`config.mk`:
```
export PLATFORM = sky130hd
export DESIGN_NAME = drs_core
export DESIGN_NICKNAME = d
export VERILOG_FILES = /design/src/include/drs_pkg.sv /design/src/core/drs_core.sv
export SDC_FILE = /design/constraint.sdc
export NUM_CORES = 1
export LEC_CHECK = 0
export BUFFER_PORTS_ARGS = -buffer_cell sky130_fd_sc_hd__buf_4
export CAP_MARGIN = 20
export CORE_ASPECT_RATIO = 0.8
export CORE_MARGIN = 10
export CORE_UTILIZATION = 55
export DETAILED_ROUTE_END_ITERATION = 7
export PLACE_DENSITY = 0.76
export SYNTH_ARGS = -nofsm -noshare
export SYNTH_HDL_FRONTEND = slang
export SYNTH_SLANG_ARGS = --single-unit
```
`constraint.sdc`:
```
create_clock -name mclk -period 8 [get_ports mclk]
set_input_delay 1.2 -clock mclk [delete_from_list [all_inputs] [get_ports mclk]]
set_output_delay 1.2 -clock mclk [all_outputs]
set_load 0.02 [all_outputs]
```
`src/include/drs_pkg.sv`:
```
// Purpose: Shared constants and types for the run/stop and homing block
// Assumes: 32-bit register port, single clock mclk at 250 MHz
// Notes: Offsets and field positions named once here
`default_nettype none
package drs_pkg;
  // =====================================================================
  // Register offsets
  localparam logic [7:0] OFF_CTRL = 8'h00; // Motion control word
  localparam logic [7:0] OFF_STAT = 8'h04; // Motion status word
  localparam logic [7:0] OFF_BLK = 8'h08; // Start blocker word
  localparam logic [7:0] OFF_CFG = 8'h0c; // Run configuration
  localparam logic [7:0] OFF_PRESET = 8'h10; // Reference preset value
  localparam logic [7:0] OFF_SEEK = 8'h14; // Reference seek speed
  localparam logic [7:0] OFF_RAMP = 8'h18; // Ramp down step per cycle
  localparam logic [7:0] OFF_IRQ_ST = 8'h1c; // Interrupt status
  localparam logic [7:0] OFF_IRQ_EN = 8'h20; // Interrupt enable
  localparam logic [7:0] OFF_IRQ_CLR = 8'h24; // Interrupt clear
  localparam logic [7:0] OFF_POS = 8'h28; // Actual position
  // =====================================================================
  // Control word fields
  localparam int CTL_SEEK_REF = 24; // Seek reference command
  localparam int CTL_PRESET = 25; // Preset position command
  localparam int CTL_GO_REF = 27; // Go to reference command
  // Status word fields
  localparam int ST_PENDING = 13; // Homing pending flag
  localparam int ST_ACTIVE = 14; // Homing active
  localparam int ST_DONE = 15; // Reference done
  // Config fields
  localparam int CFG_THREE_WIRE = 0; // Momentary start/stop mode
  localparam int CFG_SW_RAMP = 1; // Software ramp halt
  localparam int CFG_SW_FREE = 2; // Software freewheel halt
  localparam int CFG_SW_TLIM = 3; // Software torque limit halt
  // Blocker width
  localparam int BLK_W = 21;
  // Reset values
  localparam logic [31:0] CTRL_RST = 32'h0000_0000;
  localparam logic [31:0] STAT_RST = 32'h0000_0000;
  localparam logic [31:0] CFG_RST = 32'h0000_0000;
  localparam logic [31:0] RAMP_RST = 32'h0000_0001;
  localparam logic [31:0] SEEK_RST = 32'h0000_0100;
  // Interrupt bits
  localparam int IRQ_W = 3;
  localparam int IRQ_DONE = 0; // Homing finished
  localparam int IRQ_STOP = 1; // Output switched off
  localparam int IRQ_BLOCK = 2; // Start request refused
  // =====================================================================
  // Run sequencer states
  typedef enum logic [2:0] {
    RS_IDLE = 3'b000, // Output off
    RS_RUN = 3'b001, // Normal running
    RS_HOME = 3'b010, // Homing sequence
    RS_RAMP = 3'b011, // Ramp stop
    RS_TLIM = 3'b100 // Torque limit stop
  } drs_state_t;
  // Fault and condition inputs, grouped
  typedef struct packed {
    logic faulted;
    logic no_enable;
    logic power_loss;
    logic power_nvm_error;
    logic fw_update;
    logic pulse_count_config_error;
    logic dc_link_charge_pending;
    logic input_config_error;
    logic motion_shutdown;
    logic magnet_motor_feedback_error;
    logic pos_feedback_select_error;
    logic gate_drive_off;
    logic safe_disable_active;
    logic motor_fw_loading;
    logic dc_link_overvoltage;
  } drs_cond_t;
  // Operator inputs, grouped
  typedef struct packed {
    logic start;
    logic stop;
    logic jog;
    logic freewheel;
    logic torque_limit;
    logic ref_found;
  } drs_oper_t;
endpackage
`default_nettype wire

```
`src/core/drs_core.sv`:
```
// Purpose: Run/stop sequencing, homing status and start blocker word
// Assumes: Operator pins asynchronous; condition inputs on mclk
// Notes: Speed reference is a signed count; zero means stopped
`default_nettype none
module drs_core (
  // Clock and reset
  input wire logic mclk,
  input wire logic reset_n,
  // Register port
  input wire logic [7:0] reg_addr,
  input wire logic [31:0] reg_wdata,
  input wire logic reg_wr,
  input wire logic reg_rd,
  output logic [31:0] reg_rdata,
  // Operator pins and conditions
  input wire drs_pkg::drs_oper_t oper_in,
  input wire drs_pkg::drs_cond_t cond_in,
  input wire logic output_at_zero,
  // Power stage and speed path
  output logic gate_enable,
  output logic signed [31:0] speed_ref,
  output logic torque_limit_decel,
  output logic [31:0] actual_position,
  // Interrupt
  output logic irq
);
  // =====================================================================
  // Synchronisers
  drs_pkg::drs_oper_t oper_s1_r; // First stage, read only by second
  drs_pkg::drs_oper_t oper_s2_r; // Usable operator inputs
  drs_pkg::drs_oper_t oper_d_r; // Previous value for edges
  // Two stages, since operator pins arrive from outside
  always_ff @(posedge mclk)
  begin
    if (!reset_n)
    begin
      oper_s1_r <= '0;
      oper_s2_r <= '0;
      oper_d_r <= '0;
    end
    else
    begin
      oper_s1_r <= oper_in;
      oper_s2_r <= oper_s1_r;
      oper_d_r <= oper_s2_r;
    end
  end
  // =====================================================================
  // Registers
  logic [31:0] ctrl_r; // Motion control word
  logic [31:0] cfg_r; // Run configuration
  logic [31:0] preset_r; // Reference preset value
  logic [31:0] seek_r; // Seek speed
  logic [31:0] ramp_r; // Ramp step
  logic [31:0] pos_r; // Actual position
  logic [2:0] home_st_r; // Pending, active, done
  logic [drs_pkg::IRQ_W-1:0] irq_st_r; // Sticky events
  logic [drs_pkg::IRQ_W-1:0] irq_en_r; // Event enables
  logic [drs_pkg::BLK_W-1:0] blk_w; // Start blocker word
  logic [31:0] stat_w; // Status word view
  drs_pkg::drs_state_t st_r; // Sequencer state
  drs_pkg::drs_state_t st_nxt;
  // Software writes to control and settings
  always_ff @(posedge mclk)
  begin
    if (!reset_n)
    begin
      ctrl_r <= drs_pkg::CTRL_RST;
      cfg_r <= drs_pkg::CFG_RST;
      preset_r <= '0;
      seek_r <= drs_pkg::SEEK_RST;
      ramp_r <= drs_pkg::RAMP_RST;
      irq_en_r <= '0;
    end
    else if (reg_wr)
    begin
      case (reg_addr)
        drs_pkg::OFF_CTRL: ctrl_r <= reg_wdata;
        drs_pkg::OFF_CFG: cfg_r <= reg_wdata;
        drs_pkg::OFF_PRESET: preset_r <= reg_wdata;
        drs_pkg::OFF_SEEK: seek_r <= reg_wdata;
        drs_pkg::OFF_RAMP: ramp_r <= reg_wdata;
        drs_pkg::OFF_IRQ_EN: irq_en_r <= reg_wdata[drs_pkg::IRQ_W-1:0];
        default: ctrl_r <= ctrl_r;
      endcase
    end
  end
  // =====================================================================
  // Start and stop decode
  logic three_wire; // Momentary mode
  logic start_rise; // Start pulse edge
  logic run_req; // Request to enter running
  logic run_drop; // Two-wire input released
  logic stop_free; // Freewheel stop request
  logic stop_tlim; // Torque limit stop request
  logic stop_ramp; // Ramp stop request
  logic blocked; // Any inhibit apart from start/jog
  assign three_wire = cfg_r[drs_pkg::CFG_THREE_WIRE];
  assign start_rise = oper_s2_r.start & ~oper_d_r.start;
  // Three-wire starts on the pulse; two-wire on the held level
  assign run_req = three_wire ? start_rise : oper_s2_r.start;
  assign run_drop = ~three_wire & ~oper_s2_r.start;
  assign stop_free = oper_s2_r.freewheel | cfg_r[drs_pkg::CFG_SW_FREE];
  assign stop_tlim = oper_s2_r.torque_limit | cfg_r[drs_pkg::CFG_SW_TLIM];
  // Three-wire stop pin is a ramp stop
  assign stop_ramp = (three_wire & oper_s2_r.stop) | run_drop
    | cfg_r[drs_pkg::CFG_SW_RAMP];
  assign blocked = |{blk_w[7:0], blk_w[drs_pkg::BLK_W-1:10]};
  // =====================================================================
  // Start blocker word, bit 19 reads zero
  always_comb
  begin
    blk_w = '0;
    blk_w[0] = cond_in.faulted;
    blk_w[1] = cond_in.no_enable;
    blk_w[2] = cfg_r[drs_pkg::CFG_SW_RAMP];
    blk_w[3] = cfg_r[drs_pkg::CFG_SW_FREE];
    blk_w[4] = cfg_r[drs_pkg::CFG_SW_TLIM];
    blk_w[5] = cond_in.power_loss;
    blk_w[6] = cond_in.power_nvm_error;
    blk_w[7] = cond_in.fw_update;
    // Start seen at all, so a refused start also shows here
    blk_w[8] = oper_s2_r.start;
    blk_w[9] = oper_s2_r.jog;
    blk_w[10] = cond_in.pulse_count_config_error;
    blk_w[11] = cond_in.dc_link_charge_pending;
    blk_w[12] = cond_in.input_config_error;
    blk_w[13] = cond_in.motion_shutdown;
    blk_w[14] = cond_in.magnet_motor_feedback_error;
    blk_w[15] = cond_in.pos_feedback_select_error;
    blk_w[16] = cond_in.gate_drive_off;
    blk_w[17] = cond_in.safe_disable_active;
    blk_w[18] = cond_in.motor_fw_loading;
    blk_w[20] = cond_in.dc_link_overvoltage;
  end
  // =====================================================================
  // Run sequencer
  logic home_finish; // Final move done
  assign home_finish = (st_r == drs_pkg::RS_HOME) & oper_s2_r.ref_found;
  // Freewheel beats torque limit, which beats ramp, from any state
  always_comb
  begin
    st_nxt = st_r;
    case (st_r)
      drs_pkg::RS_IDLE:
      begin
        if (run_req & ~blocked & ~stop_free & ~stop_tlim & ~stop_ramp)
          st_nxt = ctrl_r[drs_pkg::CTL_SEEK_REF] ? drs_pkg::RS_HOME
            : drs_pkg::RS_RUN;
      end
      drs_pkg::RS_RUN, drs_pkg::RS_HOME:
      begin
        if (stop_free)
          st_nxt = drs_pkg::RS_IDLE;
        else if (stop_tlim)
          st_nxt = drs_pkg::RS_TLIM;
        else if (stop_ramp)
          st_nxt = drs_pkg::RS_RAMP;
        else if (home_finish)
          st_nxt = drs_pkg::RS_RUN;
      end
      drs_pkg::RS_RAMP:
      begin
        if (stop_free)
          st_nxt = drs_pkg::RS_IDLE;
        else if (stop_tlim)
          st_nxt = drs_pkg::RS_TLIM;
        else if (output_at_zero && speed_ref == 32'sh0)
          st_nxt = drs_pkg::RS_IDLE;
      end
      drs_pkg::RS_TLIM:
      begin
        if (stop_free || output_at_zero)
          st_nxt = drs_pkg::RS_IDLE;
      end
      default: st_nxt = drs_pkg::RS_IDLE;
    endcase
  end
  // State register
  always_ff @(posedge mclk)
  begin
    if (!reset_n)
      st_r <= drs_pkg::RS_IDLE;
    else
      st_r <= st_nxt;
  end
  // Gate is off only in idle, so freewheel drops it on the next edge
  assign gate_enable = (st_r != drs_pkg::RS_IDLE);
  assign torque_limit_decel = (st_r == drs_pkg::RS_TLIM);
  // =====================================================================
  // Speed reference
  logic [31:0] spd_mag; // Magnitude of reference
  logic go_ref; // Return to reference active
  assign spd_mag = speed_ref[31] ? 32'(-speed_ref) : 32'(speed_ref);
  assign go_ref = ctrl_r[drs_pkg::CTL_GO_REF] & home_st_r[2];
  // Ramp steps toward zero by a fixed step; no overshoot past zero
  always_ff @(posedge mclk)
  begin
    if (!reset_n)
      speed_ref <= '0;
    else
    begin
      case (st_nxt)
        drs_pkg::RS_HOME: speed_ref <= signed'(seek_r);
        drs_pkg::RS_RUN:
        begin
          if (go_ref && pos_r != preset_r)
            speed_ref <= (pos_r > preset_r) ? -signed'(seek_r)
              : signed'(seek_r);
          else
            speed_ref <= '0;
        end
        drs_pkg::RS_RAMP:
        begin
          if (spd_mag <= ramp_r)
            speed_ref <= '0;
          else if (speed_ref[31])
            speed_ref <= speed_ref + signed'(ramp_r);
          else
            speed_ref <= speed_ref - signed'(ramp_r);
        end
        default: speed_ref <= '0;
      endcase
    end
  end
  // =====================================================================
  // Actual position: integrates reference, preset overrides
  always_ff @(posedge mclk)
  begin
    if (!reset_n)
      pos_r <= '0;
    else if (ctrl_r[drs_pkg::CTL_PRESET])
      pos_r <= preset_r;
    else if (home_finish)
      pos_r <= preset_r;
    else
      pos_r <= pos_r + 32'(speed_ref);
  end
  assign actual_position = pos_r;
  // =====================================================================
  // Homing status flags: [0] pending, [1] active, [2] done
  always_ff @(posedge mclk)
  begin
    if (!reset_n)
      home_st_r <= '0;
    else
    begin
      // Finish also masks pending, else a stop at finish leaves both set
      home_st_r[0] <= ctrl_r[drs_pkg::CTL_SEEK_REF] & (st_nxt == drs_pkg::RS_IDLE)
        & ~home_st_r[2] & ~home_finish;
      home_st_r[1] <= (st_nxt == drs_pkg::RS_HOME);
      if (home_finish)
        home_st_r[2] <= 1'b1;
      else if (st_nxt == drs_pkg::RS_HOME && st_r != drs_pkg::RS_HOME)
        home_st_r[2] <= 1'b0;
    end
  end
  always_comb
  begin
    stat_w = drs_pkg::STAT_RST;
    stat_w[drs_pkg::ST_PENDING] = home_st_r[0];
    stat_w[drs_pkg::ST_ACTIVE] = home_st_r[1];
    stat_w[drs_pkg::ST_DONE] = home_st_r[2];
  end
  // =====================================================================
  // Interrupts: set wins over clear
  logic [drs_pkg::IRQ_W-1:0] irq_ev; // Event pulses
  logic [drs_pkg::IRQ_W-1:0] irq_clr; // Clear write
  assign irq_ev[drs_pkg::IRQ_DONE] = home_finish;
  assign irq_ev[drs_pkg::IRQ_STOP] = gate_enable & (st_nxt == drs_pkg::RS_IDLE);
  assign irq_ev[drs_pkg::IRQ_BLOCK] = (st_r == drs_pkg::RS_IDLE) & run_req & blocked;
  assign irq_clr = (reg_wr && reg_addr == drs_pkg::OFF_IRQ_CLR)
    ? reg_wdata[drs_pkg::IRQ_W-1:0] : '0;
  always_ff @(posedge mclk)
  begin
    if (!reset_n)
      irq_st_r <= '0;
    else
      irq_st_r <= (irq_st_r & ~irq_clr) | irq_ev;
  end
  assign irq = |(irq_st_r & irq_en_r);
  // =====================================================================
  // Read port, data one cycle after strobe
  always_ff @(posedge mclk)
  begin
    if (!reset_n)
      reg_rdata <= '0;
    else if (reg_rd)
    begin
      case (reg_addr)
        drs_pkg::OFF_CTRL: reg_rdata <= ctrl_r;
        drs_pkg::OFF_STAT: reg_rdata <= stat_w;
        drs_pkg::OFF_BLK: reg_rdata <= {11'h000, blk_w};
        drs_pkg::OFF_CFG: reg_rdata <= cfg_r;
        drs_pkg::OFF_PRESET: reg_rdata <= preset_r;
        drs_pkg::OFF_SEEK: reg_rdata <= seek_r;
        drs_pkg::OFF_RAMP: reg_rdata <= ramp_r;
        drs_pkg::OFF_IRQ_ST: reg_rdata <= {29'h0, irq_st_r};
        drs_pkg::OFF_IRQ_EN: reg_rdata <= {29'h0, irq_en_r};
        drs_pkg::OFF_POS: reg_rdata <= pos_r;
        default: reg_rdata <= '0;
      endcase
    end
    else
      reg_rdata <= '0;
  end
endmodule
`default_nettype wire

```
# After elaboration in Yosys (flattened, before gate mapping)
# Cells that the tools add are included.
# W data, S select, Z words.
# word_totals
ff_bits	281
inputBits	66
mem_count	0
mem_bits_ro	0
wordCells	129
out_inout_bits	99
ramBits	0
latch_bits	0
# classes
eq_ne	19
magnitude_cmp	2
addsub	5
shifts	0
multipliers	0
n_bitwise	32
div	0
reduce_logical	21
n_mux	24
# op_table
op	count
$pmux W32 S10	1
$mux W32	7
$pmux W32 S3	1
$add A32 B32 Y32	2
$neg A32 Y32	2
$eq A8 B5 Y1 const B	4
$gt A32 B32 Y1	1
$le A32 B32 Y1	1
$logic_not A32 Y1	1
$ne A32 B32 Y1	1
$sub A32 B32 Y32	1
$mux W3	10
$eq A8 B6 Y1 const B	3
$reduce_or A18 Y1	1
$eq A8 B4 Y1 const B	2
$and A1 B1 Y1	15
$reduce_and A2 Y1	7
$eq A3 B2 Y1 const B	4
$pmux W3 S4	1
$not A1 Y1	9
$eq A8 B3 Y1 const B	1
$logic_not A8 Y1	1
$and A3 B3 Y3	2
$eq A3 B1 Y1 const B	2
other kinds (14)	23

# Longest topological paths before layout
# depth
ltp_word	13
mapped_depth	19
depth_no_buf	18

# Worst setup path after synthesis
# OpenSTA, ideal clock, no wires.
# synth_timing
path_type	register to register
start	reg speed_ref[16]
end	reg speed_ref[4]
period_less_slack_ns	3.940
setup_ns	0.077
required_time_ns	7.923
arrival_time_ns	3.864
path_stages_with_launch	17
slack_ns	4.060
path_buffers	0
path_cell_list	dfxtp_1 > nor4_1 > nand2b_1 > or4_1 > nor4_1 > nand2b_1 > o31ai_1 > xnor2_1 > ha_1 > nand4_1 > nor3_1 > nand3_1 > nor2b_1 > a211oi_1 > nor4_2 > or3b_1 > a41oi_2
# synth_between
elab_chain_cells	8
word_cells_on_any_way	14
classes_between	add/sub (1); order compare (1); eq/ne (3); mux (7); reduce/logical (2)
# synth_rtl
item	line_no	rtl
start: declaration	drs_core.sv:21	output logic signed [31:0] speed_ref,
start signal: assignment	drs_core.sv:204	drs_pkg::RS_HOME: speed_ref <= signed'(seek_r);
start signal: assignment	drs_core.sv:208	speed_ref <= (pos_r > preset_r) ? -signed'(seek_r)
start signal: assignment	drs_core.sv:218	speed_ref <= speed_ref + signed'(ramp_r);
parallel branches: the longest is 7 deep, another holds $neg A32 Y32	--	
$pmux W32 S3 *	drs_core.sv:203	case (st_nxt)
# Every way passes the cells marked *.
# A chain may end at the register's enable or synchronous reset.

# Final worst setup path
# layout_timing
start	reg ramp_r[6]
end	reg speed_ref[31]
# layout_between
elab_chain_cells	4
word_cells_on_any_way	6
classes_between	add/sub (2); order compare (1); mux (3)
# layout_rtl
item	line_no	rtl
start: declaration	drs_core.sv:54	logic [31:0] ramp_r;
start signal: assignment	drs_core.sv:72	ramp_r <= drs_pkg::RAMP_RST;
start signal: assignment	drs_core.sv:82	drs_pkg::OFF_RAMP: ramp_r <= reg_wdata;
$sub A32 B32 Y32 or $add A32 B32 Y32 (tied branches)	drs_core.sv:220, drs_core.sv:218	
$mux W32	drs_core.sv:217	else if (speed_ref[31])
$mux W32 *	drs_core.sv:215	if (spd_mag <= ramp_r)
$pmux W32 S3 *	drs_core.sv:203	
end signal: assignment	drs_core.sv:204	
end signal: assignment	drs_core.sv:218	
end signal: assignment	drs_core.sv:220	speed_ref <= speed_ref - signed'(ramp_r);
# Every way passes the cells marked *; elsewhere a longest branch is shown, timed or not.

==> results.cfg <==
[setup_path]
critical_path.top_delay_family = simple AND/OR/NAND/NOR gates
worst-path-stages = 18
path_class = reg -> reg
cpPeakStageDelay_ps = 920
start_kind = flop
crit_chain = nor4_1 -> nand3_1 -> or4_1 -> nor4_1 -> and2_1 -> and3_1 -> nor2_1 -> xnor2_1 -> ha_1 -> nor2b_1 -> o21ai_0 -> nand2b_1 -> a2111oi_0 -> a21oi_1 -> a21oi_1 -> o21ai_0 -> xnor2_1 -> o22ai_1
crit_arrival_ps = 5620
cp-end-kind = flop
ff2ff_path_depth = 18
required_ps = 8440
crit_slowest_cell = nor4_1
path_buf_inv = 0
worstPathMaxFanout = 6

[timing]
setup_tns_ps = 0
post-route-min-period_ps = 5190
tightest_slew_ps = 1110
maxSlewHeadroom = 0.260
timing.hold.ws_ps = 432
drv_slew = 0
setup_slack_ps = 2810
rsz0062_at_grt = false
fmax_ghz = 0.193
setup_violations = 0
hold_viol = 0
period_share = 0.648
fin_worst_skew_ps = 11.3

[logic_synthesis]
yosysSeqAreaShare = 0.330
synth_cell_types = 71
avgSynthCellArea_um2 = 7.75
synth_edf_count = 0
netlist_area_um2 = 17000
yosysWarnings = 0
netlist_instances = 2199
ys_ff_latch = 281
ys.flop_type = dfxtp_1
syn-num-nets = 2396
asyncSetResetFlopFracSynth = 0

[final_layout]
synthToLayoutAreaGrowth_pct = 14.4
drive_gt1_frac = 0.115
nNetsFinal = 2495
diodes = 0
layout_commonest_cell = nand2_1
layout_common_cells = nand2_1, a21oi_1, dfxtp_1
finalInstanceArea_um2 = 19500

[clock_tree]
clk_pin_slew_worst_paths_ps = 60
root_buffer = clkbuf_16
cts_buffers = 29
cts_sinks = 281
cts_tree = done
postCtsHoldBufs = 0
cts_buffer_depth = 3
cts_setup_buffers = 0
clkLatencyLatePin_ps = 590
cts-htree-levels = 1
cts-resized-gates = 0

[floorplan]
pin_count = 165
fp.dieW_um = 217
start_util = 0.559
core_area_um2 = 30500
dieArea_um2 = 38500
die_h_um = 177
row_count = 57

[routing]
vias = 17700
first_iter_violations = 2818
dr.pass1.iters = 6
avgViaCountPerCell = 6.49
wire_per_inst_um = 24.5
drtAntennaViolNets = 0
wirelength_mm = 66.9
drc_errors = 0

[global_routing]
antenna_found_initial = 1
grt.overflow.total = 0
grt_pass1_wl_mm = 99.4
grt_util_all_layers = 0.333
grt_start_max_net_pins = 122
grt_pass1_vias = 16200

[power_and_ir_drop]
p_switching_uw = 682
combPwrFrac = 0.041
p_per_area_nw_per_um2 = 151
switching_share = 0.232
seqPwrFrac = 0.480
clock_power_share = 0.479
leakage_nw = 7.75
vdd_drop_max_uv = 187
intPower_mw = 2.25

[placement]
globalplace.congestion = 1.03
post-dp-hpwl_mm = 49.2
placed_area_um2 = 18500
post-place-ws_ps = 2970
io_buffers = 164

[worst_hold_path]
hold_path_depth = 1
hp-class = reg -> reg

[status]
run_status = complete, no violations

[flow_run]
maxCapViolations = 0
## power by group through the flow
| stage | logic (mW) | registers, mW | clock network, mW |
|---|---|---|---|
| 2_1_floorplan | 0.0536 | 1.44 | 0 |
| 3_3_place_gp | 0.114 | 1.44 | 0 |
| 3_5_place_dp | 0.116 | 1.44 | 0 |
| 4_1_cts | 0.116 | 1.41 | 1.40 |
| 5_1_grt | 0.127 | 1.41 | 1.45 |
| 6_report | 0.120 | 1.41 | 1.41 |
## area by class of cell
class	instances	area, um2
Clock buffer	41	821
Sequential cell	281	5630
Timing Repair Buffer	187	1400
Inverter	90	343
Multi-Input combinational cell	1709	10600
Fill cell	2746	11000
Clock inverter	9	138
Tap cell	413	517
## cells in the mapped netlist, types with 25 or more instances
| cell | count | area [um2] |
|---|---|---|
| nand2_1 | 441 | 1660 |
| a21oi_1 | 299 | 1500 |
| a22oi_1 | 49 | 368 |
| nor3_1 | 28 | 140 |
| inv_1 | 90 | 338 |
| nor2_1 | 72 | 270 |
| ha_1 | 129 | 1610 |
| nand3_1 | 44 | 220 |
| a21o_1 | 61 | 458 |
| xnor2_1 | 91 | 797 |
| and2_1 | 25 | 156 |
| clkbuf_1 | 106 | 398 |
| o21ai_0 | 64 | 320 |
| a31oi_1 | 48 | 300 |
| dfxtp_1 | 281 | 5630 |
## routing by layer
layer,wire (um),global-route usage,vias up,share of wire
met4,1270,0.0733,0,0.019
met3,10400,0.104,94,0.16
met1,28400,0.485,8402,0.42
li1,-,-,8086,-
met5,0,0,-,0
met2,26800,0.466,1123,0.40
## path summary, 6_finish.rpt
kind | start | slack, ps | endpoint
worst max-delay path | ramp_r[6] | 2810 | speed_ref[31]
worst min-delay path | oper_s1_r[1] | 430 | oper_s2_r[1]
worst max register to register | ramp_r[6] | 2810 | speed_ref[31]
worst min register to register | oper_s1_r[1] | 430 | oper_s2_r[1]
## sequential cells by signal (all words and copies together), names as in the netlist
register / flops
actual_position: 32
cfg_r: 32
ctrl_r: 32
preset_r: 32
ramp_r: 32
reg_rdata: 32
seek_r: 32
speed_ref: 32
oper_s1_r: 6
oper_s2_r: 4
home_st_r: 3
irq_en_r: 3
irq_st_r: 3
st_r: 3
blk_w: 2
oper_d_r: 1
## cells by family after synthesis
family          count (synthesis)  synth area share
simple gates                  760             0.206
compound gates                701             0.259
flops                         281             0.330
buf+inv                       209            0.0478
fa+ha+maj                     131            0.0971
xor+xnor                      114            0.0586
mux                             3           0.00184
## stage by stage
stage | instances | utilization | power (mW)
floorplan | 2199 | - | 1.49
global placement | 2680 | 0.609 | 1.55
detailed placement | 2680 | 0.609 | 1.55
CTS | 2730 | 0.640 | 2.93
global route | 2730 | 0.640 | 2.99
finish | 2730 | 0.640 | 2.93
Note: power is estimated with default switching activity, not from simulation.
